===== src/include/cfg_latch_pkg.sv =====
// Purpose: Shared constants for the channel configuration latch bank
// Assumes: Four channels, three latch banks per channel, 8-bit latches
// Notes: Byte address of a latch is four times its index
package cfg_latch_pkg;
  // Geometry
  localparam int CHANNELS = 4;
  localparam int BANKS = 3;
  localparam int LATCHES = 12;
  localparam int ADDR_W = 8;
  // Bank types within a channel, also the offset of the global address
  localparam int BANK_RX = 0;
  localparam int BANK_TX = 1;
  localparam int BANK_DYN = 2;
  // Latch indices (byte address = index * 4)
  localparam logic [3:0] IDX_GLOBAL_RX = 4'hC;
  localparam logic [3:0] IDX_GLOBAL_DYN = 4'hE;
  localparam logic [3:0] IDX_LAST_LOCAL = 4'hB;
  // Values after reset per bank type
  localparam logic [7:0] RESET_RX = 8'hBF;
  localparam logic [7:0] RESET_TX = 8'hAD;
  localparam logic [7:0] RESET_DYN = 8'hB3;
  // Bit positions common to every latch
  localparam int BIT_PARTICIPATE = 0;
  localparam int BIT_FORCE = 0;
  // Transmit static bank
  localparam int BIT_ENCODER_ON = 3;
  localparam int BIT_TX_SOURCE = 2;
  localparam int BIT_TX_MULT = 1;
  // Dynamic bank
  localparam int BIT_FRAMER = 7;
  localparam int BIT_RX_POWER = 6;
  localparam int BIT_RX_SELFTEST = 5;
  localparam int BIT_TX_SELFTEST = 4;
  localparam int BIT_SECONDARY = 3;
  localparam int BIT_PRIMARY = 2;
  localparam int BIT_RECENTRE = 1;
  // Transmit PLL multipliers
  localparam logic [4:0] PLL_FACTOR_LOW = 5'h0A;
  localparam logic [4:0] PLL_FACTOR_HIGH = 5'h14;
  // Bus answers
  localparam logic [1:0] RESP_OKAY = 2'h0;
  localparam logic [1:0] RESP_SLVERR = 2'h2;
endpackage : cfg_latch_pkg


===== src/include/chan_if.sv =====
// Purpose: Carries one channel's dynamic bank to its recentre logic
// Assumes: Single clock domain
// Notes: Done pulse returns the self-clearing bit to one
`timescale 1ns/1ps
`default_nettype none
interface chan_if;
  logic [7:0] dyn_bank;
  logic recentre_done;
  modport store (output dyn_bank, input recentre_done);
  modport chan (input dyn_bank, output recentre_done);
endinterface : chan_if
`default_nettype wire


===== src/phase_recentre.sv =====
// Purpose: Synchronises a phase buffer recentre request to the tx clock
// Assumes: tx_clk is sampled as an ordinary synchronous input
// Notes: One pulse per request, on the first sampled tx clock rise
`timescale 1ns/1ps
`default_nettype none
module phase_recentre
  import cfg_latch_pkg::*;
(
  input wire logic clk,
  input wire logic rst,
  chan_if.chan link,
  input wire logic tx_clk,
  output logic recentre
);
  logic tx_prev;
  logic tx_rise;
  logic req;

  // Request is the recentre bit written low
  assign req = ~link.dyn_bank[BIT_RECENTRE];
  assign tx_rise = tx_clk & ~tx_prev;
  assign link.recentre_done = recentre;

  // Previous tx clock sample for edge detection
  always_ff @(posedge clk) begin
    if (rst) begin
      tx_prev <= 1'b0;
    end else begin
      tx_prev <= tx_clk;
    end
  end

  // Pulse blocked while the bit is being restored, avoids a double pulse
  always_ff @(posedge clk) begin
    if (rst) begin
      recentre <= 1'b0;
    end else begin
      recentre <= req & tx_rise & ~recentre;
    end
  end
endmodule : phase_recentre
`default_nettype wire


===== src/channel_config_latch_bank.sv =====
// Purpose: Per-channel configuration latches of a four-channel transceiver
// Assumes: AXI4-Lite master, one write and one read outstanding at most
// Notes: Global addresses are write-only and read as zero
`timescale 1ns/1ps
`default_nettype none
// Behaviour
// - Encoder latch resets to 1 (encoder on); 0 sends raw 10-bit characters
// - Tx clock source latch resets to 1: reference clock, phase buffer bypassed
// - Tx clock source 0: input register clocked by the channel tx input clock
// - Multiplier latch resets to 0: PLL factor 10, output clock follows reference
// - Multiplier latch 1: PLL factor 20, output clock twice reference
// - Source and multiplier both 1: capture data on both reference edges
// - Framer latch resets to 1 enabling framing; 0 freezes frame offset
// - Receive power latch resets to 0; 1 powers receive PLL and analog
// - Receive self-test latch resets to 1 (off); 0 enables it
// - Transmit self-test latch resets to 1 (off); 0 enables it
// - Secondary driver latch resets to 0; 1 enables the driver
// - Primary driver latch resets to 0; 1 enables the driver
// - Disabled driver powered down; both disabled powers down channel logic
// - Device reset disables every serial driver on all channels
// - Recentre latch resets to 1; writing 0 recentres the phase buffer
// - Recentre request synchronised on rising edges of the tx input clock
// - Recentre latch returns to 1 by itself after the recentre
// - Participate bit resets to 1; at 0 global writes skip that address
// - Force bit in a global write updates all channels regardless
module channel_config_latch_bank
  import cfg_latch_pkg::*;
(
  input wire logic CLK,
  input wire logic RST,
  input wire logic [ADDR_W-1:0] AWADDR,
  input wire logic AWVALID,
  output logic AWREADY,
  input wire logic [31:0] WDATA,
  input wire logic [3:0] WSTRB,
  input wire logic WVALID,
  output logic WREADY,
  output logic [1:0] BRESP,
  output logic BVALID,
  input wire logic BREADY,
  input wire logic [ADDR_W-1:0] ARADDR,
  input wire logic ARVALID,
  output logic ARREADY,
  output logic [31:0] RDATA,
  output logic [1:0] RRESP,
  output logic RVALID,
  input wire logic RREADY,
  input wire logic [CHANNELS-1:0] TX_INPUT_CLOCK,
  output logic [CHANNELS-1:0] ENCODER_ON,
  output logic [CHANNELS-1:0] TX_INPUT_CLOCK_SOURCE,
  output logic [CHANNELS-1:0] TX_PLL_MULTIPLIER_SELECT,
  output logic [5*CHANNELS-1:0] TX_PLL_FACTOR,
  output logic [CHANNELS-1:0] TX_DOUBLE_EDGE_CAPTURE,
  output logic [CHANNELS-1:0] FRAMER_ENABLE,
  output logic [CHANNELS-1:0] RX_CHANNEL_POWER_ON,
  output logic [CHANNELS-1:0] RX_SELFTEST_OFF,
  output logic [CHANNELS-1:0] TX_SELFTEST_OFF,
  output logic [CHANNELS-1:0] PRIMARY_DRIVER_ENABLE,
  output logic [CHANNELS-1:0] SECONDARY_DRIVER_ENABLE,
  output logic [CHANNELS-1:0] CHANNEL_LOGIC_POWER_ON,
  output logic [CHANNELS-1:0] PHASE_BUFFER_RECENTRE
);
  logic [7:0] latch [LATCHES];
  logic aw_held;
  logic w_held;
  logic [ADDR_W-1:0] awaddr_q;
  logic [7:0] wdata_q;
  logic wstrb_q;
  logic wr_do;
  logic [3:0] widx;
  logic wr_hi_ok;
  logic wr_local;
  logic wr_global;
  logic [1:0] gtype;
  logic [3:0] ridx;
  logic rd_hi_ok;
  logic [CHANNELS-1:0] done;

  // Write channel ready while nothing is held and no response is pending
  assign AWREADY = ~aw_held & ~BVALID;
  assign WREADY = ~w_held & ~BVALID;
  assign ARREADY = ~RVALID;

  // Write decode on the held address
  assign widx = awaddr_q[5:2];
  assign wr_hi_ok = (awaddr_q[ADDR_W-1:6] == 2'h0) && (awaddr_q[1:0] == 2'h0);
  assign wr_do = aw_held & w_held & ~BVALID;
  assign wr_local = wr_hi_ok && (widx <= IDX_LAST_LOCAL);
  assign wr_global = wr_hi_ok && (widx >= IDX_GLOBAL_RX) && (widx <= IDX_GLOBAL_DYN);
  assign gtype = 2'(widx - IDX_GLOBAL_RX);

  // Read decode
  assign ridx = ARADDR[5:2];
  assign rd_hi_ok = (ARADDR[ADDR_W-1:6] == 2'h0) && (ARADDR[1:0] == 2'h0);

  // Address holding; address and data may arrive in either order
  always_ff @(posedge CLK) begin
    if (RST) begin
      aw_held <= 1'b0;
      awaddr_q <= '0;
    end else if (AWVALID && AWREADY) begin
      aw_held <= 1'b1;
      awaddr_q <= AWADDR;
    end else if (wr_do) begin
      aw_held <= 1'b0;
    end
  end

  // Data holding; only byte lane 0 carries latch bits
  always_ff @(posedge CLK) begin
    if (RST) begin
      w_held <= 1'b0;
      wdata_q <= 8'h00;
      wstrb_q <= 1'b0;
    end else if (WVALID && WREADY) begin
      w_held <= 1'b1;
      wdata_q <= WDATA[7:0];
      wstrb_q <= WSTRB[0];
    end else if (wr_do) begin
      w_held <= 1'b0;
    end
  end

  // Write response; unmapped addresses answer with a slave error
  always_ff @(posedge CLK) begin
    if (RST) begin
      BVALID <= 1'b0;
      BRESP <= RESP_OKAY;
    end else if (wr_do) begin
      BVALID <= 1'b1;
      BRESP <= (wr_local || wr_global) ? RESP_OKAY : RESP_SLVERR;
    end else if (BREADY) begin
      BVALID <= 1'b0;
    end
  end

  // Read answer; global addresses are write-only and read as zero
  always_ff @(posedge CLK) begin
    if (RST) begin
      RVALID <= 1'b0;
      RDATA <= 32'h0;
      RRESP <= RESP_OKAY;
    end else if (ARVALID && ARREADY) begin
      RVALID <= 1'b1;
      RDATA <= 32'h0;
      RRESP <= RESP_OKAY;
      if (rd_hi_ok && ridx <= IDX_LAST_LOCAL) begin
        RDATA <= {24'h0, latch[ridx]};
      end else if (!(rd_hi_ok && ridx <= IDX_GLOBAL_DYN)) begin
        RRESP <= RESP_SLVERR;
      end
    end else if (RREADY) begin
      RVALID <= 1'b0;
    end
  end

  // Latch storage. Local write beats global write beats recentre restore,
  // so a fresh recentre request written with the restore is not lost.
  always_ff @(posedge CLK) begin
    for (int ch = 0; ch < CHANNELS; ch++) begin
      for (int t = 0; t < BANKS; t++) begin
        if (RST) begin
          unique case (t)
            BANK_RX: latch[ch*BANKS+t] <= RESET_RX;
            BANK_TX: latch[ch*BANKS+t] <= RESET_TX;
            default: latch[ch*BANKS+t] <= RESET_DYN;
          endcase
        end else if (wr_do && wstrb_q && wr_local && widx == 4'(ch*BANKS+t)) begin
          latch[ch*BANKS+t] <= wdata_q;
        end else if (wr_do && wstrb_q && wr_global && gtype == 2'(t)
                     && (latch[ch*BANKS+t][BIT_PARTICIPATE] || wdata_q[BIT_FORCE])) begin
          latch[ch*BANKS+t][7:1] <= wdata_q[7:1];
        end else if (t == BANK_DYN && done[ch]) begin
          latch[ch*BANKS+t][BIT_RECENTRE] <= 1'b1;
        end
      end
    end
  end

  // Per-channel decode of latch bits onto control outputs
  chan_if ch_if[CHANNELS] ();
  for (genvar g = 0; g < CHANNELS; g++) begin : g_chan
    localparam int TXK = g*BANKS + BANK_TX;
    localparam int DYK = g*BANKS + BANK_DYN;
    assign ENCODER_ON[g] = latch[TXK][BIT_ENCODER_ON];
    assign TX_INPUT_CLOCK_SOURCE[g] = latch[TXK][BIT_TX_SOURCE];
    assign TX_PLL_MULTIPLIER_SELECT[g] = latch[TXK][BIT_TX_MULT];
    // Factor for the serial bit clock PLL
    assign TX_PLL_FACTOR[g*5 +: 5] =
      latch[TXK][BIT_TX_MULT] ? PLL_FACTOR_HIGH : PLL_FACTOR_LOW;
    assign TX_DOUBLE_EDGE_CAPTURE[g] =
      latch[TXK][BIT_TX_SOURCE] & latch[TXK][BIT_TX_MULT];
    assign FRAMER_ENABLE[g] = latch[DYK][BIT_FRAMER];
    assign RX_CHANNEL_POWER_ON[g] = latch[DYK][BIT_RX_POWER];
    assign RX_SELFTEST_OFF[g] = latch[DYK][BIT_RX_SELFTEST];
    assign TX_SELFTEST_OFF[g] = latch[DYK][BIT_TX_SELFTEST];
    assign SECONDARY_DRIVER_ENABLE[g] = latch[DYK][BIT_SECONDARY];
    assign PRIMARY_DRIVER_ENABLE[g] = latch[DYK][BIT_PRIMARY];
    // Channel logic sleeps only when both drivers are off
    assign CHANNEL_LOGIC_POWER_ON[g] =
      latch[DYK][BIT_PRIMARY] | latch[DYK][BIT_SECONDARY];
    assign ch_if[g].dyn_bank = latch[DYK];
    assign done[g] = ch_if[g].recentre_done;
    // Recentre request crosses onto the tx input clock edges
    phase_recentre u_recentre (
      .clk(CLK),
      .rst(RST),
      .link(ch_if[g]),
      .tx_clk(TX_INPUT_CLOCK[g]),
      .recentre(PHASE_BUFFER_RECENTRE[g])
    );
  end
endmodule : channel_config_latch_bank
`default_nettype wire


===== config.mk =====
export PLATFORM = sky130hd
export DESIGN_NAME = channel_config_latch_bank
export DESIGN_NICKNAME = d
export VERILOG_FILES = /design/src/include/cfg_latch_pkg.sv /design/src/include/chan_if.sv /design/src/phase_recentre.sv /design/src/channel_config_latch_bank.sv
export SDC_FILE = /design/constraint.sdc
export NUM_CORES = 1
export LEC_CHECK = 0
export BUFFER_PORTS_ARGS = -buffer_cell sky130_fd_sc_hd__buf_4
export CAP_MARGIN = 20
export CORE_MARGIN = 4
export CORE_UTILIZATION = 55
export CTS_BUF_LIST = sky130_fd_sc_hd__clkbuf_4 sky130_fd_sc_hd__clkbuf_8
export DETAILED_ROUTE_END_ITERATION = 12
export PLACE_DENSITY = 0.82
export SLEW_MARGIN = 20
export SYNTH_ARGS = -nofsm -noshare
export SYNTH_HDL_FRONTEND = slang
export SYNTH_HIERARCHICAL = 1
export SYNTH_SLANG_ARGS = --single-unit

===== constraint.sdc =====
create_clock -name CLK -period 3.52 [get_ports CLK]
set_clock_uncertainty 0.15 [all_clocks]
set_input_delay 0.352 -clock CLK [delete_from_list [all_inputs] [get_ports CLK]]
set_output_delay 0.352 -clock CLK [all_outputs]
set_load 0.02 [all_outputs]

==> Word-level counts from Yosys, hierarchy flattened <==
Memory sizes are Yosys's and may differ from the RTL's.
Index checks and enable logic that the tools add are counted.
{ "word_totals": {"ff_bits": 65, "ram_bits": 96, "in_bits": 63, "output_inout_bits": 109, "word_cells": 318, "n_memories": 1} }
{ "classes": {"addsub": 1, "order_cmp": 5, "n_eq_ne": 13, "muxes": 149, "n_bitwise": 68, "n_reduce_logical": 63} }
{ "mem_list": {"columns": ["name", "words", "width", "rd", "rd_ports_with_merged_regs", "write_ports", "line_no", "source"], "rows": [
  ["latch", 12, 8, 13, 0, 12, "channel_config_latch_bank.sv:63", "logic [7:0] latch [LATCHES];"]
]} }
{ "ops": {"columns": ["operator", "count"], "rows": [
  ["2-to-1 mux 1 bit", 117],
  ["2-to-1 mux 8 bit", 13],
  ["2-to-1 mux 7 bit", 12],
  ["logical AND 1 bit", 40],
  ["OR 1 bit", 32],
  ["AND 1 bit", 20],
  ["2-to-1 mux 5 bit", 4],
  ["== test 4 x 3 -> 1 bit (second input constant)", 4],
  ["== test 4 bit (second input constant)", 4],
  ["less-or-equal comparator 4 bit (second input constant)", 4],
  ["inverter 1 bit", 16],
  ["logical OR 1 bit", 13],
  ["zero test 2 bit", 5],
  ["== test 4 x 2 -> 1 bit (second input constant)", 2],
  ["nonzero test 2 bit", 4],
  ["2-to-1 mux 2 bit", 3],
  ["== test 4 x 1 -> 1 bit (second input constant)", 1],
  ["greater-or-equal comparator 4 bit (second input constant)", 1],
  ["zero test 4 bit", 1],
  ["== test 2 x 1 -> 1 bit (second input constant)", 1],
  ["== test 2 bit (second input constant)", 1],
  ["subtractor 2 x 1 -> 2 bit (second input constant)", 1]
]} }

==> Depth between registers and ports, before layout <==
Gate-level depths: netlist (run 1).
{ "logic_depth": {"word_depth": 13, "depth_mapped": 7, "mapped_depth_nobuf": 4} }

==> Cells and area by module <==
Netlist (run 1), hierarchy kept.
{ "modules_own_cells": {"columns": ["module", "instances", "cells_per_inst", "area_per_inst_um2", "seq_area_each_um2"], "rows": [
  ["channel_config_latch_bank", 1, 632, 6741.5, 3503.4],
  ["phase_recentre", 4, 5, 85.1, 40.0]
]} }

==> Least setup slack after synthesis (run 1) <==
OpenSTA, ideal clock, no wires.
{ "synth_timing": {"kind": "reg2reg", "startpoint": "register awaddr_q[1]", "endpoint": "memory latch[1][1], enable pin", "setup_ns": 0.381, "arrival_time_ns": 1.925, "required_time_ns": 2.989, "slack_ns": 1.064, "path_stages_with_launch": 6, "path_buffers": 1, "synth_period_minus_slack_ns": 2.456, "cell_sequence": "dfxtp_1 nor4_4 and3_2 buf_4 o21ai_0 o21ai_0"} }
{ "synth_rtl": {"columns": ["item", "line_no", "source"], "rows": [
  ["from (decl)", "channel_config_latch_bank.sv:66", "logic [ADDR_W-1:0] awaddr_q;"],
  ["from (signal assigned)", "channel_config_latch_bank.sv:100", "awaddr_q <= '0;"],
  ["from (signal assigned)", "channel_config_latch_bank.sv:103", "awaddr_q <= AWADDR;"],
  ["to (decl)", "channel_config_latch_bank.sv:63", null]
]} }

==> metrics, run 1 <==
status finished clean; most frequent cells in the layout buf_4, nand2_1, edfxtp_1, dfxtp_1, nor2_1; Core Region 12600 sq um; Final Core Density 0.646; wire length per cell 18.0 um; EDFF count, synth 96; layout cells sized above 1 0.266; initial antenna violation count 0; DRT antenna net count 0; CP Max Fanout 10; # setup viols final 0; Post-Syn Area 7080 sq um; Worst VDD drop 0.000255 V; CP Buf/Inv Count 0; Nets 786; via count 4995; Slew @ Worst Pin 0.851 ns; FP Rows 41; crit share post-route 0.749; worst min path class in2reg; FF/Latch Area 3660 sq um; clock sink total 135; Area Growth Syn to Fin 15.1%; CP max-delay cell o21bai_1; WP data required 3.44 ns; grt ovf 0; sequential area share after synthesis 0.517; Routed Wire Length 16.3 mm; leakage power total 2.88 nW; RSZ-0062 raised after global routing false; # resized after CTS 0; Die X 121 um; number of diodes 0; worst setup path start BVALID$_SDFFE_PP0P_; min cycle time layout 2.63 ns; PortBufs 114; number of DRC markers in iteration 0 445; number of remaining DRC errors 0; min-delay src AWADDR[3]; Starting Density 0.561; Setup crit end kind flop; register bit total from synthesis 135; Avg Cell Area, Syn 10.9 sq um; Yosys top cell by area edfxtp_1; Rel. slew slack 0.431; Synth Warn # 6; f_max 380 MHz; Filler cells 964; Die Span Y 121 um; Post-CTS Hold Fix Bufs 17; reg2reg start BVALID$_SDFFE_PP0P_; Setup Fix Bufs, Post-CTS 0; MaxCap Viol Count 0; clock tree buffer depth 2; clock latency on the worst-skew pair 0.44 ns; GRT Overall Usage 0.222; asr flop ratio synth 0; CP max stage delay 0.72 ns; Pwr Density 442 nW/um^2; Synth cell types 55; TNS Setup 0 ns; Post-Syn Instances 652; total I/O pin count 172; Synth area leaders edfxtp_1, dfxtp_1, buf_4; vias in the first global route 4852; CTS tree yes; final hold vios 0; clock root cell clkbuf_8; Critical Path, Cell by Cell and3b_2 -> and3_2 -> nand3_1 -> o21bai_1; vias per inst 5.50; Setup CP Type reg2reg; clock transition at the registers of the reported paths 0.08 ns; post-route setup slack 0.885 ns; routability cong. 0.956; First-pass DRT Iterations 5; CP Data Arrival Time 2.56 ns; Inst Count DP 857; Die ar. 14800 sq um; Startpoint Class flop; CTS H-Tree Depth 4; largest net degree at the start of global routing 48; final std cells w/o fill 908; DPL Wire Length 11.8 mm; first-pass GRT wire length 25.1 mm; post-synth top area share 0.407; post-place setup slack 0.949 ns; area of the multi-input gates 2730 sq um; cts bufs inserted 17; Synth Flop Type edfxtp_1; delay-heaviest family, CP simple AND/OR/NAND/NOR gates; final max-slew violation count 0; most common cell after layout, fill and taps aside buf_4
Yosys cell counts, types with 9 or more instances:
cell / number
nand2_1: 106
edfxtp_1: 96
buf_4: 84
dfxtp_1: 39
nor2_1: 38
mux2i_1: 32
o21ai_0: 27
nand2b_1: 22
a21oi_1: 20
clkbuf_1: 17
or2_2: 17
o22ai_1: 16
and2_1: 12
nor2b_1: 11
inv_1: 10
o31ai_1: 9
tightest hold or removal path: cells and delay by family:
kind                   cells  cell delay [ns]
buffers and inverters      1             0.11
AND/OR/NAND/NOR            1             0.05
AO/OA/AOI/OAI              1             0.05
routing by layer:
metal  vias to the layer above  global-route usage  share of wire
met3                        42              0.0527          0.080
met2                       264               0.372           0.50
met1                      2357               0.278           0.39
li1                       2332                   -              -
met4                         0              0.0882          0.025
met5                         -                   0              0
worst paths after layout:
kind	to	cells past startpoint	slack (ns)
worst min register to register	g_chan[1].u_recentre/link.recentre_done$_SDFF_PP0_	1	0.30
worst min-delay path	awaddr_q[3]$_SDFFE_PP0P_	3	0.02
worst max register to register	latch[9][4]$_DFFE_PP_	4	0.89
worst max-delay path	latch[9][4]$_DFFE_PP_	4	0.89
report_power, final:
group | total, mW | switching (mW) | internal [mW]
Clock | 1.44 | 0.600 | 0.845
Sequential | 1.77 | 0.0423 | 1.73
Combinational | 0.389 | 0.241 | 0.148
Total | 3.60 | 0.884 | 2.72
logic make-up after synthesis:
logic type | Yosys count | share of synthesized area
AOI/OAI and AO/OA | 96 | 0.0945
buffers and inverters | 122 | 0.113
DFF | 135 | 0.517
muxes | 41 | 0.0723
other | 1 | 0.000530
and+or+nand+nor | 257 | 0.202
cell type report:
class | count | area share
clock inverters | 14 | 0.0252
well taps | 172 | 0.0264
flip-flops and latches | 135 | 0.449
clock buffers | 18 | 0.0296
repair buffers | 135 | 0.130
inverters | 10 | 0.00461
multi-input cells | 424 | 0.335
through the flow:
step	power [mW]	hold WS (ns)	instance area, sq um
6_report	3.60	0.0213	8150
5_1_grt	3.71	0.0204	8150
4_1_cts	3.60	0.000754	8130
3_5_place_dp	2.17	0.288	7510
3_3_place_gp	2.16	0.282	7510
2_1_floorplan	2.08	0.270	7190
flip-flops by register name, summed over array words and instances (netlist names):
name,count
g_chan.u_recentre/tx_prev,4
BVALID,1
RRESP,1
latch,96
aw_held,1
RVALID,1
BRESP,1
RDATA,8
awaddr_q,8
wdata_q,8
g_chan.u_recentre/link.recentre_done,4
w_held,1
wstrb_q,1
Note: power is estimated with default switching activity, not from simulation.
==> inputs of run 2 (changes only) <==
Clock period 3.52 ns to 2.6 ns, I/O delays scaled along.
==> run 2 against run 1 <==
Critical path depth unchanged. Register-to-register slack worse by 0.66 ns. Via count up 0.44%. Flip-flop and latch count unchanged. Setup slack worse by 0.66 ns. Sequential power up 35%. Clock power up 5%. Combinational power up 42%. Largest power group unchanged.
==> metrics, run 2 (synthesis results as in run 1) <==
status finished clean; Routed Wire Length 16.7 mm (+2.3%); Tot Pwr 4.45 mW (+23%); Rel. slew slack 0.440 (+0.00851); Worst VDD drop 0.000262 V (+2.4%); vias per inst 5.44 (-1.2%); crit share post-route 0.915 (+0.166); vias in the first global route 4992 (+2.9%); number of diodes 0 (unchanged); final max-slew violation count 0 (unchanged); largest net degree at the start of global routing 47 (-2.1%); cts bufs inserted 17 (unchanged); area of the multi-input gates 2730 sq um (unchanged); Pwr Density 544 nW/um^2 (+23%); Setup CP Type reg2reg; min cycle time layout 2.38 ns (-0.257 ns); number of remaining DRC errors 0 (unchanged); Setup Fix Bufs, Post-CTS 0 (unchanged); number of DRC markers in iteration 0 448 (+0.67%); CP Data Arrival Time 2.35 ns (-0.21 ns); max FFs per register 96 (unchanged); Core Region 12600 sq um (unchanged); most frequent cells in the layout buf_4, nand2_1, edfxtp_1, dfxtp_1, nor2_1; Critical Path, Cell by Cell and2_0 -> nand2_1 -> nor3_1 -> or3_1; switching pwr 1.14 mW (+29%); RSZ-0062 raised after global routing false; CP max-delay cell dfxtp_1; Reg power frac 0.538 (+0.047); initial antenna violation count 0 (unchanged); leakage power total 2.92 nW (+1.3%); met3 Resource Use GR 0.0606 (+0.00793); clock latency on the worst-skew pair 0.45 ns (about the same); via count 5017 (+0.44%); Setup crit end kind flop; GRT Overall Usage 0.233 (+0.0104); layout cells sized above 1 0.273 (+0.00667); PortBufs 114 (unchanged); CP max stage delay 0.50 ns (-0.22 ns); first-pass GRT wire length 26.2 mm (+4.5%); clock transition at the registers of the reported paths 0.07 ns (about the same); CP Buf/Inv Count 0 (unchanged); Nets 801 (+1.9%); Comb power frac 0.124 (+0.016); wire length per cell 18.1 um (+0.62%); grt ovf 0 (unchanged); met1 Usage GRT 0.282 (+0.00401); clock root cell clkbuf_8; clock sink total 135 (unchanged); Sw Share 0.256 (+0.0108); Slew @ Worst Pin 0.838 ns (-0.0127 ns); Biggest register latch; CP Max Fanout 11 (+1); most common cell after layout, fill and taps aside buf_4; DPL Wire Length 12.2 mm (+3.9%); delay-heaviest family, CP simple AND/OR/NAND/NOR gates; total I/O pin count 172 (unchanged); Die X 121 um (unchanged); TNS Setup 0 ns (unchanged); clock tree buffer depth 2 (unchanged); final hold vios 0 (unchanged); CTS tree yes; GRT busiest layer met2; routability cong. 0.988 (+3.3%); WP data required 2.57 ns (-0.87 ns); Int Pwr 3.31 mW (+22%); clock network power share 0.339 (-0.062); Filler cells 1010 (+4.8%); FF/Latch Area 3660 sq um (unchanged); First-pass DRT Iterations 7 (+2); Post-CTS Hold Fix Bufs 24 (+7); # setup viols final 0 (unchanged); MaxCap Viol Count 0 (unchanged); DRT antenna net count 0 (unchanged); Startpoint Class flop; GRT met2 Usage 0.393 (+0.0214); FP Rows 41 (unchanged); Die Span Y 121 um (unchanged); f_max 420 MHz (+11%); # resized after CTS 0 (unchanged); Die ar. 14800 sq um (unchanged); Starting Density 0.561 (unchanged); CTS H-Tree Depth 4 (unchanged); worst min path class in2reg; Area Growth Syn to Fin 15.3%
## run 2: cell count changes in the layout (fill, tap and decap cells not counted), moves of 2 or more
cell / delta
dlygate4sd3_1: +5
clkinvlp_4: -2
clkbuf_8: +2
bufinv_16: -5
clkbuf_4: +5
buf_4: +10
## run 2: layout make-up
| cell class | instances | area share |
|---|---|---|
| Tap cell | 172 | 0.0264 |
| Multi-Input combinational cell | 424 | 0.334 |
| Inverter | 10 | 0.00460 |
| Clock inverter | 7 | 0.00383 |
| Clock buffer | 25 | 0.0375 |
| Sequential cell | 135 | 0.449 |
| Timing Repair Buffer | 150 | 0.145 |
## run 2: final timing paths
path / from / to / slack (ns) / cells after the start
setup / recovery: awaddr_q[4]$_SDFFE_PP0P_ / latch[11][4]$_DFFE_PP_ / 0.22 / 4
hold / removal: ARADDR[4] / RRESP[1]$_SDFFE_PP0P_ / 0.1 / 3
setup reg to reg: awaddr_q[4]$_SDFFE_PP0P_ / latch[11][4]$_DFFE_PP_ / 0.22 / 4
hold reg to reg: g_chan[3].u_recentre/tx_prev$_SDFF_PP0_ / g_chan[3].u_recentre/link.recentre_done$_SDFF_PP0_ / 0.30 / 1
## run 2: worst register-to-register path: cells and delay by family, from the launching register on
family,cells,cell delay (ns)
flip-flops,1,0.50
AND/OR/NAND/NOR,4,1.41
## run 2: power groups by stage
stage	Clock, mW	Sequential, mW	Combinational [mW]
2_1_floorplan	0	2.42	0.404
3_3_place_gp	0	2.43	0.504
3_5_place_dp	0	2.44	0.516
4_1_cts	1.52	2.39	0.548
5_1_grt	1.62	2.40	0.593
6_report	1.51	2.39	0.551
## run 2: through the flow
step / hold slack [ns] / setup slack, ns / instances / instance area [sq um] / util
final: 0.0966 / 0.222 / 923 / 8170 / 0.647
after global placement: 0.281 / 0.346 / 867 / 7590 / 0.601
after floorplan: 0.178 / 0.144 / 681 / 7190 / -
after detailed placement: 0.288 / 0.264 / 867 / 7590 / 0.601
after global routing: 0.108 / 0.0783 / 923 / 8170 / 0.647
after CTS: 0.0806 / 0.250 / 923 / 8170 / 0.647
## run 2: metal layers
metal / vias to the layer above / share of wire / wire length [um]
met5: - / 0 / 0
met4: 0 / 0.027 / 447
met3: 40 / 0.081 / 1360
met2: 234 / 0.51 / 8450
met1: 2383 / 0.39 / 6450
li1: 2360 / - / -
